### config.mk
export PLATFORM = sky130hd
export DESIGN_NAME = cml_top
export DESIGN_NICKNAME = d
export VERILOG_FILES = /design/src/design/cml_pkg.sv /design/src/design/cml_top.sv /design/src/design/cml_edge_div.sv
export SDC_FILE = /design/constraint.sdc
export NUM_CORES = 1
export LEC_CHECK = 0
export BUFFER_PORTS_ARGS = -buffer_cell sky130_fd_sc_hd__buf_2
export CORE_MARGIN = 2
export CORE_UTILIZATION = 40
export CTS_CLUSTER_DIAMETER = 200
export DETAILED_ROUTE_END_ITERATION = 8
export PLACE_DENSITY = 0.74
export SLEW_MARGIN = 20
export SYNTH_ARGS = -nofsm -noshare
export SYNTH_HDL_FRONTEND = slang
export SYNTH_SLANG_ARGS = --single-unit
### constraint.sdc
create_clock -name clk_i -period 5.2 [get_ports clk_i]
set_input_delay 0.52 -clock clk_i [delete_from_list [all_inputs] [get_ports clk_i]]
set_output_delay 0.52 -clock clk_i [all_outputs]
set_load 0.02 [all_outputs]
### src/design/cml_pkg.sv
/*
  Shared constants and types for the clock unit display-divider, pin-routing
  and configuration-lock block.
  Assumes a 32-bit classic Wishbone register bus with byte addresses.
*/
package cml_pkg;

  ////////////////////////////////////////////////////////////////////////////
  // Bus widths
  localparam int unsigned CML_AW = 12;
  localparam int unsigned CML_DW = 32;
  localparam int unsigned CML_SW = 4;

  // Register byte offsets
  localparam logic [CML_AW-1:0] CML_OFS_DISP_CTRL = 12'h07C;
  localparam logic [CML_AW-1:0] CML_OFS_ROUTE = 12'h080;
  localparam logic [CML_AW-1:0] CML_OFS_LOCK = 12'h084;
  // Protected registers of the unit lie below this offset
  localparam logic [CML_AW-1:0] CML_OFS_PROT_END = 12'h07C;

  ////////////////////////////////////////////////////////////////////////////
  // Display clock divider control fields
  localparam int unsigned CML_FRDIV_LSB = 0;
  localparam int unsigned CML_FRDIV_W = 3;
  localparam int unsigned CML_BOOSTEN_BIT = 3;
  localparam int unsigned CML_BUDIV_LSB = 4;
  localparam int unsigned CML_BUDIV_W = 3;
  localparam logic [CML_FRDIV_W-1:0] CML_FRDIV_RST = 3'h0;
  localparam logic [CML_BUDIV_W-1:0] CML_BUDIV_RST = 3'h2;
  localparam logic CML_BOOSTEN_RST = 1'b0;

  // Routing fields
  localparam int unsigned CML_PEN0_BIT = 0;
  localparam int unsigned CML_PEN1_BIT = 1;
  localparam int unsigned CML_LOC_BIT = 2;
  localparam logic CML_PEN_RST = 1'b0;

  // Lock fields
  localparam int unsigned CML_KEY_W = 16;
  localparam logic [CML_KEY_W-1:0] CML_UNLOCK_KEY = 16'h580E;
  localparam int unsigned CML_LOCKED_BIT = 0;
  localparam logic CML_LOCK_RST = 1'b0;

  // Divider counter width, enough for division by 128
  localparam int unsigned CML_CNT_W = 7;

  // Pin site choice
  typedef enum logic {
    CML_PIN_SITE_ZERO,
    CML_PIN_SITE_ONE
  } cml_site_t;

  // Wishbone request from the master
  typedef struct packed {
    logic cyc;
    logic stb;
    logic we;
    logic [CML_AW-1:0] adr;
    logic [CML_SW-1:0] sel;
    logic [CML_DW-1:0] dat;
  } cml_wb_req_t;

  // Wishbone answer to the master
  typedef struct packed {
    logic ack;
    logic [CML_DW-1:0] dat;
  } cml_wb_rsp_t;

  // Write toward the protected registers elsewhere in the unit
  typedef struct packed {
    logic stb;
    logic [CML_AW-1:0] adr;
    logic [CML_SW-1:0] sel;
    logic [CML_DW-1:0] dat;
  } cml_prot_wr_t;

endpackage

### src/design/cml_top.sv
/*
  Clock unit tail: display frame-rate and boost-update dividers, routing of
  the two clock-output pins, and the configuration lock over the protected
  clock registers, all behind a classic Wishbone slave.
  Assumes the low-frequency A clock and the prescaled display clock arrive as
  pins far slower than clk_i, and that the protected registers live in a
  neighbouring block that takes writes only through prot_wr_o.
*/
`timescale 1ns/1ps
`default_nettype none

module cml_top
  import cml_pkg::*;
(
  // Clock and reset
  input wire logic clk_i,
  input wire logic rst_i,
  // Wishbone slave
  input wire cml_pkg::cml_wb_req_t wb_req_i,
  output cml_pkg::cml_wb_rsp_t wb_rsp_o,
  // Protected register bank elsewhere in the unit
  output cml_pkg::cml_prot_wr_t prot_wr_o,
  input wire logic [cml_pkg::CML_DW-1:0] prot_rdat_i,
  // Slow clock pins and display clock gate
  input wire logic low_freq_a_clock_i,
  input wire logic disp_pre_clock_i,
  input wire logic disp_clock_en_i,
  // Divided enables and boost control
  output logic disp_tick_o,
  output logic boost_tick_o,
  output logic boost_enable_o,
  // Clock outputs, same-domain sources
  input wire logic [1:0] clk_out_src_i,
  output logic [1:0] pin_site_zero_o,
  output logic [1:0] pin_site_zero_oe_o,
  output logic [1:0] pin_site_one_o,
  output logic [1:0] pin_site_one_oe_o,
  // Lock state
  output logic locked_o
);

  ////////////////////////////////////////////////////////////////////////////
  // Helpers

  // Byte-lane merge of a write into an old word
  function automatic logic [CML_DW-1:0] cml_merge(
    input logic [CML_DW-1:0] old_v,
    input logic [CML_DW-1:0] new_v,
    input logic [CML_SW-1:0] sel
  );
    logic [CML_DW-1:0] res;
    res = old_v;
    for (int i = 0; i < CML_SW; i++)
    begin
      if (sel[i])
      begin
        res[i*8 +: 8] = new_v[i*8 +: 8];
      end
    end
    return res;
  endfunction

  // Terminal count for division by two to the power of the field
  function automatic logic [CML_CNT_W-1:0] cml_pow2_tc(
    input logic [CML_BUDIV_W-1:0] exp_v
  );
    logic [CML_CNT_W:0] one_hot;
    one_hot = {{CML_CNT_W{1'b0}}, 1'b1} << exp_v;
    return CML_CNT_W'(one_hot - 1'b1);
  endfunction

  ////////////////////////////////////////////////////////////////////////////
  // Register state
  logic [CML_FRDIV_W-1:0] frame_rate_divider_r;
  logic [CML_FRDIV_W-1:0] frame_rate_divider_nxt;
  logic boost_enable_r;
  logic boost_enable_nxt;
  logic [CML_BUDIV_W-1:0] boost_update_divider_r;
  logic [CML_BUDIV_W-1:0] boost_update_divider_nxt;
  logic first_clock_output_pin_enable_r;
  logic first_clock_output_pin_enable_nxt;
  logic second_clock_output_pin_enable_r;
  logic second_clock_output_pin_enable_nxt;
  cml_site_t site_r;
  cml_site_t site_nxt;
  logic lock_r;
  logic lock_nxt;

  // Bus state
  logic ack_r;
  logic ack_nxt;
  logic [CML_DW-1:0] rdat_r;
  logic [CML_DW-1:0] rdat_nxt;
  cml_prot_wr_t prot_wr_r;
  cml_prot_wr_t prot_wr_nxt;

  // Outputs
  logic [1:0] site0_r;
  logic [1:0] site0_nxt;
  logic [1:0] site0_oe_r;
  logic [1:0] site0_oe_nxt;
  logic [1:0] site1_r;
  logic [1:0] site1_nxt;
  logic [1:0] site1_oe_r;
  logic [1:0] site1_oe_nxt;

  // Decode and helpers
  logic req;
  logic wr_now;
  logic hit_disp;
  logic hit_route;
  logic hit_lock;
  logic hit_prot;
  logic [CML_DW-1:0] disp_word;
  logic [CML_DW-1:0] route_word;
  logic [CML_DW-1:0] lock_word;
  logic [CML_DW-1:0] wr_word;
  logic [CML_KEY_W-1:0] key_word;
  logic [1:0] pen;

  ////////////////////////////////////////////////////////////////////////////
  // Address decode and current register images, reserved bits read zero
  assign req = wb_req_i.cyc && wb_req_i.stb;
  // A write lands on the edge where the master sees ack
  assign wr_now = req && wb_req_i.we && ack_r;
  assign hit_disp = (wb_req_i.adr == CML_OFS_DISP_CTRL);
  assign hit_route = (wb_req_i.adr == CML_OFS_ROUTE);
  assign hit_lock = (wb_req_i.adr == CML_OFS_LOCK);
  assign hit_prot = (wb_req_i.adr < CML_OFS_PROT_END);

  always_comb
  begin
    disp_word = '0;
    disp_word[CML_FRDIV_LSB +: CML_FRDIV_W] = frame_rate_divider_r;
    disp_word[CML_BOOSTEN_BIT] = boost_enable_r;
    disp_word[CML_BUDIV_LSB +: CML_BUDIV_W] = boost_update_divider_r;
    route_word = '0;
    route_word[CML_PEN0_BIT] = first_clock_output_pin_enable_r;
    route_word[CML_PEN1_BIT] = second_clock_output_pin_enable_r;
    route_word[CML_LOC_BIT] = (site_r == CML_PIN_SITE_ONE);
    lock_word = '0;
    lock_word[CML_LOCKED_BIT] = lock_r;
  end

  ////////////////////////////////////////////////////////////////////////////
  // Bus answer: ack one cycle after the request, dropped the next cycle
  always_comb
  begin
    ack_nxt = req && !ack_r;
    rdat_nxt = rdat_r;
    prot_wr_nxt = '0;
    if (req && !ack_r)
    begin
      // Unmapped offsets answer with zero and ignore writes
      rdat_nxt = '0;
      if (hit_disp)
      begin
        rdat_nxt = disp_word;
      end
      else if (hit_route)
      begin
        rdat_nxt = route_word;
      end
      else if (hit_lock)
      begin
        rdat_nxt = lock_word;
      end
      else if (hit_prot)
      begin
        rdat_nxt = prot_rdat_i;
      end
    end
    // Protected writes pass only while unlocked
    if (wr_now && hit_prot && !lock_r)
    begin
      prot_wr_nxt.stb = 1'b1;
      prot_wr_nxt.adr = wb_req_i.adr;
      prot_wr_nxt.sel = wb_req_i.sel;
      prot_wr_nxt.dat = wb_req_i.dat;
    end
  end

  always_ff @(posedge clk_i)
  begin
    if (rst_i)
    begin
      ack_r <= 1'b0;
      rdat_r <= '0;
      prot_wr_r <= '0;
    end
    else
    begin
      ack_r <= ack_nxt;
      rdat_r <= rdat_nxt;
      prot_wr_r <= prot_wr_nxt;
    end
  end

  ////////////////////////////////////////////////////////////////////////////
  // Register writes; reserved bits are simply not stored
  always_comb
  begin
    frame_rate_divider_nxt = frame_rate_divider_r;
    boost_enable_nxt = boost_enable_r;
    boost_update_divider_nxt = boost_update_divider_r;
    first_clock_output_pin_enable_nxt = first_clock_output_pin_enable_r;
    second_clock_output_pin_enable_nxt = second_clock_output_pin_enable_r;
    site_nxt = site_r;
    lock_nxt = lock_r;
    wr_word = '0;
    key_word = '0;
    if (wr_now && hit_disp)
    begin
      wr_word = cml_merge(disp_word, wb_req_i.dat, wb_req_i.sel);
      // Changing this while the display clock runs is the software's hazard
      frame_rate_divider_nxt = wr_word[CML_FRDIV_LSB +: CML_FRDIV_W];
      boost_enable_nxt = wr_word[CML_BOOSTEN_BIT];
      boost_update_divider_nxt = wr_word[CML_BUDIV_LSB +: CML_BUDIV_W];
    end
    else if (wr_now && hit_route)
    begin
      wr_word = cml_merge(route_word, wb_req_i.dat, wb_req_i.sel);
      first_clock_output_pin_enable_nxt = wr_word[CML_PEN0_BIT];
      second_clock_output_pin_enable_nxt = wr_word[CML_PEN1_BIT];
      site_nxt = wr_word[CML_LOC_BIT] ? CML_PIN_SITE_ONE : CML_PIN_SITE_ZERO;
    end
    else if (wr_now && hit_lock && (wb_req_i.sel[1:0] != 2'h0))
    begin
      // Unwritten key lanes count as zero, since the key is never stored
      wr_word = cml_merge('0, wb_req_i.dat, wb_req_i.sel);
      key_word = wr_word[CML_KEY_W-1:0];
      lock_nxt = (key_word != CML_UNLOCK_KEY);
    end
  end

  always_ff @(posedge clk_i)
  begin
    if (rst_i)
    begin
      frame_rate_divider_r <= CML_FRDIV_RST;
      boost_enable_r <= CML_BOOSTEN_RST;
      boost_update_divider_r <= CML_BUDIV_RST;
      first_clock_output_pin_enable_r <= CML_PEN_RST;
      second_clock_output_pin_enable_r <= CML_PEN_RST;
      site_r <= CML_PIN_SITE_ZERO;
      lock_r <= CML_LOCK_RST;
    end
    else
    begin
      frame_rate_divider_r <= frame_rate_divider_nxt;
      boost_enable_r <= boost_enable_nxt;
      boost_update_divider_r <= boost_update_divider_nxt;
      first_clock_output_pin_enable_r <= first_clock_output_pin_enable_nxt;
      second_clock_output_pin_enable_r <= second_clock_output_pin_enable_nxt;
      site_r <= site_nxt;
      lock_r <= lock_nxt;
    end
  end

  ////////////////////////////////////////////////////////////////////////////
  // Dividers; boost ticks run only while boost is on
  cml_edge_div u_frame_div (
    .clk_i(clk_i),
    .rst_i(rst_i),
    .pin_i(disp_pre_clock_i),
    .run_i(disp_clock_en_i),
    .tc_i(CML_CNT_W'(frame_rate_divider_r)),
    .tick_o(disp_tick_o)
  );

  cml_edge_div u_boost_div (
    .clk_i(clk_i),
    .rst_i(rst_i),
    .pin_i(low_freq_a_clock_i),
    .run_i(boost_enable_r),
    .tc_i(cml_pow2_tc(boost_update_divider_r)),
    .tick_o(boost_tick_o)
  );

  ////////////////////////////////////////////////////////////////////////////
  // Clock-output pins: drive only the chosen site, only when enabled
  assign pen = {second_clock_output_pin_enable_r, first_clock_output_pin_enable_r};

  always_comb
  begin
    site0_nxt = '0;
    site1_nxt = '0;
    site0_oe_nxt = '0;
    site1_oe_nxt = '0;
    unique case (site_r)
      CML_PIN_SITE_ZERO:
      begin
        site0_nxt = clk_out_src_i & pen;
        site0_oe_nxt = pen;
      end
      CML_PIN_SITE_ONE:
      begin
        site1_nxt = clk_out_src_i & pen;
        site1_oe_nxt = pen;
      end
    endcase
  end

  // The output stage costs a cycle of skew, accepted for clean pin timing
  always_ff @(posedge clk_i)
  begin
    if (rst_i)
    begin
      site0_r <= '0;
      site0_oe_r <= '0;
      site1_r <= '0;
      site1_oe_r <= '0;
    end
    else
    begin
      site0_r <= site0_nxt;
      site0_oe_r <= site0_oe_nxt;
      site1_r <= site1_nxt;
      site1_oe_r <= site1_oe_nxt;
    end
  end

  ////////////////////////////////////////////////////////////////////////////
  // Output wiring, all from flip-flops
  assign wb_rsp_o.ack = ack_r;
  assign wb_rsp_o.dat = rdat_r;
  assign prot_wr_o = prot_wr_r;
  assign boost_enable_o = boost_enable_r;
  assign locked_o = lock_r;
  assign pin_site_zero_o = site0_r;
  assign pin_site_zero_oe_o = site0_oe_r;
  assign pin_site_one_o = site1_r;
  assign pin_site_one_oe_o = site1_oe_r;

endmodule
`default_nettype wire

### src/design/cml_edge_div.sv
/*
  Pin-clock edge divider: brings a slow clock pin into the bus clock domain
  through three flip-flops and emits a one-cycle enable pulse on every
  (tc+1)-th rising edge of it.
  Assumes the pin clock is far slower than clk_i.
*/
`timescale 1ns/1ps
`default_nettype none

module cml_edge_div
  import cml_pkg::*;
(
  // Clock and reset
  input wire logic clk_i,
  input wire logic rst_i,
  // Slow pin clock and terminal count
  input wire logic pin_i,
  input wire logic run_i,
  input wire logic [cml_pkg::CML_CNT_W-1:0] tc_i,
  // Divided enable pulse
  output logic tick_o
);

  ////////////////////////////////////////////////////////////////////////////
  logic [2:0] sync_r;
  logic [2:0] sync_nxt;
  logic level_r;
  logic level_nxt;
  logic [CML_CNT_W-1:0] cnt_r;
  logic [CML_CNT_W-1:0] cnt_nxt;
  logic tick_r;
  logic tick_nxt;
  logic rise;

  // Stage 2 and 3 must agree before the level changes; stage 1 feeds only stage 2
  always_comb
  begin
    sync_nxt = {sync_r[1:0], pin_i};
    level_nxt = level_r;
    if (sync_r[1] == sync_r[2])
    begin
      level_nxt = sync_r[2];
    end
    rise = level_nxt && !level_r;
    cnt_nxt = cnt_r;
    tick_nxt = 1'b0;
    if (!run_i)
    begin
      cnt_nxt = '0; // Held idle so a new enable starts a full period
    end
    else if (rise)
    begin
      if (cnt_r >= tc_i)
      begin
        cnt_nxt = '0;
        tick_nxt = 1'b1;
      end
      else
      begin
        cnt_nxt = cnt_r + 1'b1;
      end
    end
  end

  // Registers only
  always_ff @(posedge clk_i)
  begin
    if (rst_i)
    begin
      sync_r <= '0;
      level_r <= 1'b0;
      cnt_r <= '0;
      tick_r <= 1'b0;
    end
    else
    begin
      sync_r <= sync_nxt;
      level_r <= level_nxt;
      cnt_r <= cnt_nxt;
      tick_r <= tick_nxt;
    end
  end

  assign tick_o = tick_r;

endmodule
`default_nettype wire

==> flow_summary.ini <==
[global_route]
grtUsageMet3 = 0.0749
grt_start_max_net_pins = 69
use_met1 = 0.220
grt_use_total = 0.183
antenna_found_initial = 0
grt_pass1_vias = 3731
gr-total-overflow = 0
top_usage_layer = met2
grt_first_pass_wirelength_mm = 17.9
met2_usage = 0.282

[die]
rows = 38
start_util = 0.415
die-area_um2 = 12300
die_w_um = 111
core_area_um2 = 11000
io_pins = 184
die_y_um = 111

[yosys]
syn_area_um2 = 4560
ys_types = 48
synth_common_cells = dfxtp_1 (125), nor2_1 (48), and2_1 (45)
synth_flop_cell = dfxtp_1
synth.most_common_cell = dfxtp_1
synth_seq_cells = 125
synth_cells = 437
synth_top_area_cell = dfxtp_1
yosysWarnings = 0
synth_area_leaders = dfxtp_1 (55%), and2_1 (6.2%), a22oi_1 (4.4%)
yosysSeqAreaShare = 0.549
ys_async_sr_fraction = 0
synth_top_cell_area_share = 0.549
synth-edff-count = 0
avgSynthCellArea_um2 = 10.4

[cells_and_area]
drive_above_1_share = 0.349
nNetsFinal = 724
n_antenna_cell = 0
fin_cells = 774
fill_cells = 948
syn_to_final_growth_pct = 35.9

[clocking]
cts_num_sinks = 125
path_clk_slew_ps = 50
cts_buffers = 17
hold_buffers = 0
cts_setup_buffers = 0
htreeDepth = 4
root_buffer = clkbuf_16
clk_path_buf_depth = 2
clk_latency_ps = 400
cts_tree = done
ctsResizeCount = 0

[route]
finalWirelength_mm = 10.9
drc_errors = 0
drtIter0Drc = 197
detail-route-antenna-nets = 0
viasPerCell = 4.97
post_drt_wl_per_cell_um = 14.1
drtPass1Iterations = 5
via_count = 3849

[sta]
fin_crit_sh = 0.466
post-route-min-period_ps = 2430
drv_slew = 0
fmax_mhz = 412
tns_ps = 0
rsz0062_at_grt = false
fin_skew_ps = 6.52
setup_viol = 0
whs_ps = 320
maxSlewHeadroom = 0.564
hold_viol = 0
tightest_slew_ps = 653

[critical_path]
end_kind = flip-flop
crit_type = in -> reg
reg2reg_from = boost_update_divider_r[2]
reg2reg_slack_ps = 3080
r2r.worst_path.cells = 6
startpoint = wb_req_i[47]
cp-start-kind = input pin
arrival_ps = 2740
reg2reg_to = u_boost_div.tick_o
crit_slowest_cell = or4_1
cp_cell_sequence = buf_2 > or4_1 > nor4_1 > and4_1 > mux2i_1
critPathMaxFanout = 7
critical_path.max_stage_delay_ps = 690
cp.required_ps = 5510

[min_path]
hold_path.class = in -> reg
worstHoldPathCells = 2
hp-start = wb_req_i[30]
holdPathEnd = prot_wr_o[30]

[run]
cap_violations = 0

[power]
vdd_drop_max_mv = 0.230
powerDensity_nw_per_um2 = 362
finalPower_mw = 2.24
cellLeakagePower_nw = 2.79

[place]
dp_hpwl_mm = 8.03
numPortBuffers = 183
post-place-cells = 743
gp_congestion = 0.822

[outcome]
status = completed
==> layout make-up <==
cell class | instances | area, um^2 | area share
Clock buffer | 21 | 470 | 0.0760
Clock inverter | 10 | 139 | 0.0224
Inverter | 5 | 18.8 | 0.00303
Multi-Input combinational cell | 287 | 1940 | 0.314
Sequential cell | 125 | 2500 | 0.404
Tap cell | 140 | 175 | 0.0283
Timing Repair Buffer | 186 | 941 | 0.152
==> worst max-delay path by stage <==
stage                                   end  slack, ps  cells after the start
floorplan                    boost_enable_o       2970                      6
global placement             boost_enable_o       2600                      5
detailed placement  frame_rate_divider_r[0]       2380                      5
CTS                 frame_rate_divider_r[0]       2810                      5
global route        frame_rate_divider_r[0]       2690                      5
finish              frame_rate_divider_r[0]       2770                      5
==> metal layers <==
metal | up-vias | wire length [um]
met5 | - | 0
met1 | 1742 | 4860
met4 | 0 | 211
met2 | 192 | 4940
met3 | 17 | 899
li1 | 1898 | -
==> critical path, delay by kind of cell <==
family	cells	cell delay, ps
buffers and inverters	1	90
multiplexers	1	290
AND/OR/NAND/NOR	3	1830
==> power breakdown <==
part / switching, mW / internal, mW / total (mW)
logic: 0.0491 / 0.0386 / 0.0878
clock network: 0.398 / 0.787 / 1.19
registers: 0.00295 / 0.966 / 0.969
total: 0.451 / 1.79 / 2.24
==> through the flow <==
step / utilization / area, um^2 / setup slack (ps)
after detailed placement: 0.508 / 5580 / 2380
after CTS: 0.563 / 6190 / 2810
after floorplan: - / 4570 / 2970
final: 0.564 / 6190 / 2770
after global placement: 0.508 / 5580 / 2600
after global routing: 0.564 / 6190 / 2690
==> layout by cell type (no fill, tap or decap), types with 7 or more instances in the layout <==
cell type    n
and2_1      45
nor3_1       9
a22oi_1     27
dfxtp_1    125
nor2b_1      7
clkbuf_16   17
mux2i_1     13
nor2_1      48
buf_2      182
a211oi_1    14
nand2_1     13
ha_1        12
nand2b_1    22
==> state kept, by name (all words and copies together) (netlist names), 2 cells and up <==
| register | flops |
|---|---|
| u_boost_div.cnt_r | 7 |
| pin_site_zero_oe_o | 2 |
| frame_rate_divider_r | 3 |
| pin_site_one_o | 2 |
| rdat_r | 32 |
| pin_site_one_oe_o | 2 |
| u_frame_div.sync_r | 3 |
| boost_update_divider_r | 3 |
| u_boost_div.sync_r | 3 |
| pin_site_zero_o | 2 |
| u_frame_div.cnt_r | 7 |
| prot_wr_o | 49 |
==> cells by family (layout without fill, tap and decap cells) <==
family	count (synthesis)	in the layout	share of synthesized area
AOI/OAI and AO/OA	72	72	0.121
DFF	125	125	0.549
adders and majority gates	12	12	0.0329
xor gates and xnor gates	8	8	0.0154
buffers and inverters	29	222	0.0275
and+or+nand+nor	177	177	0.224
other	1	5	0.000823
muxes	13	13	0.0286
Power figures use the tool's default switching activity.
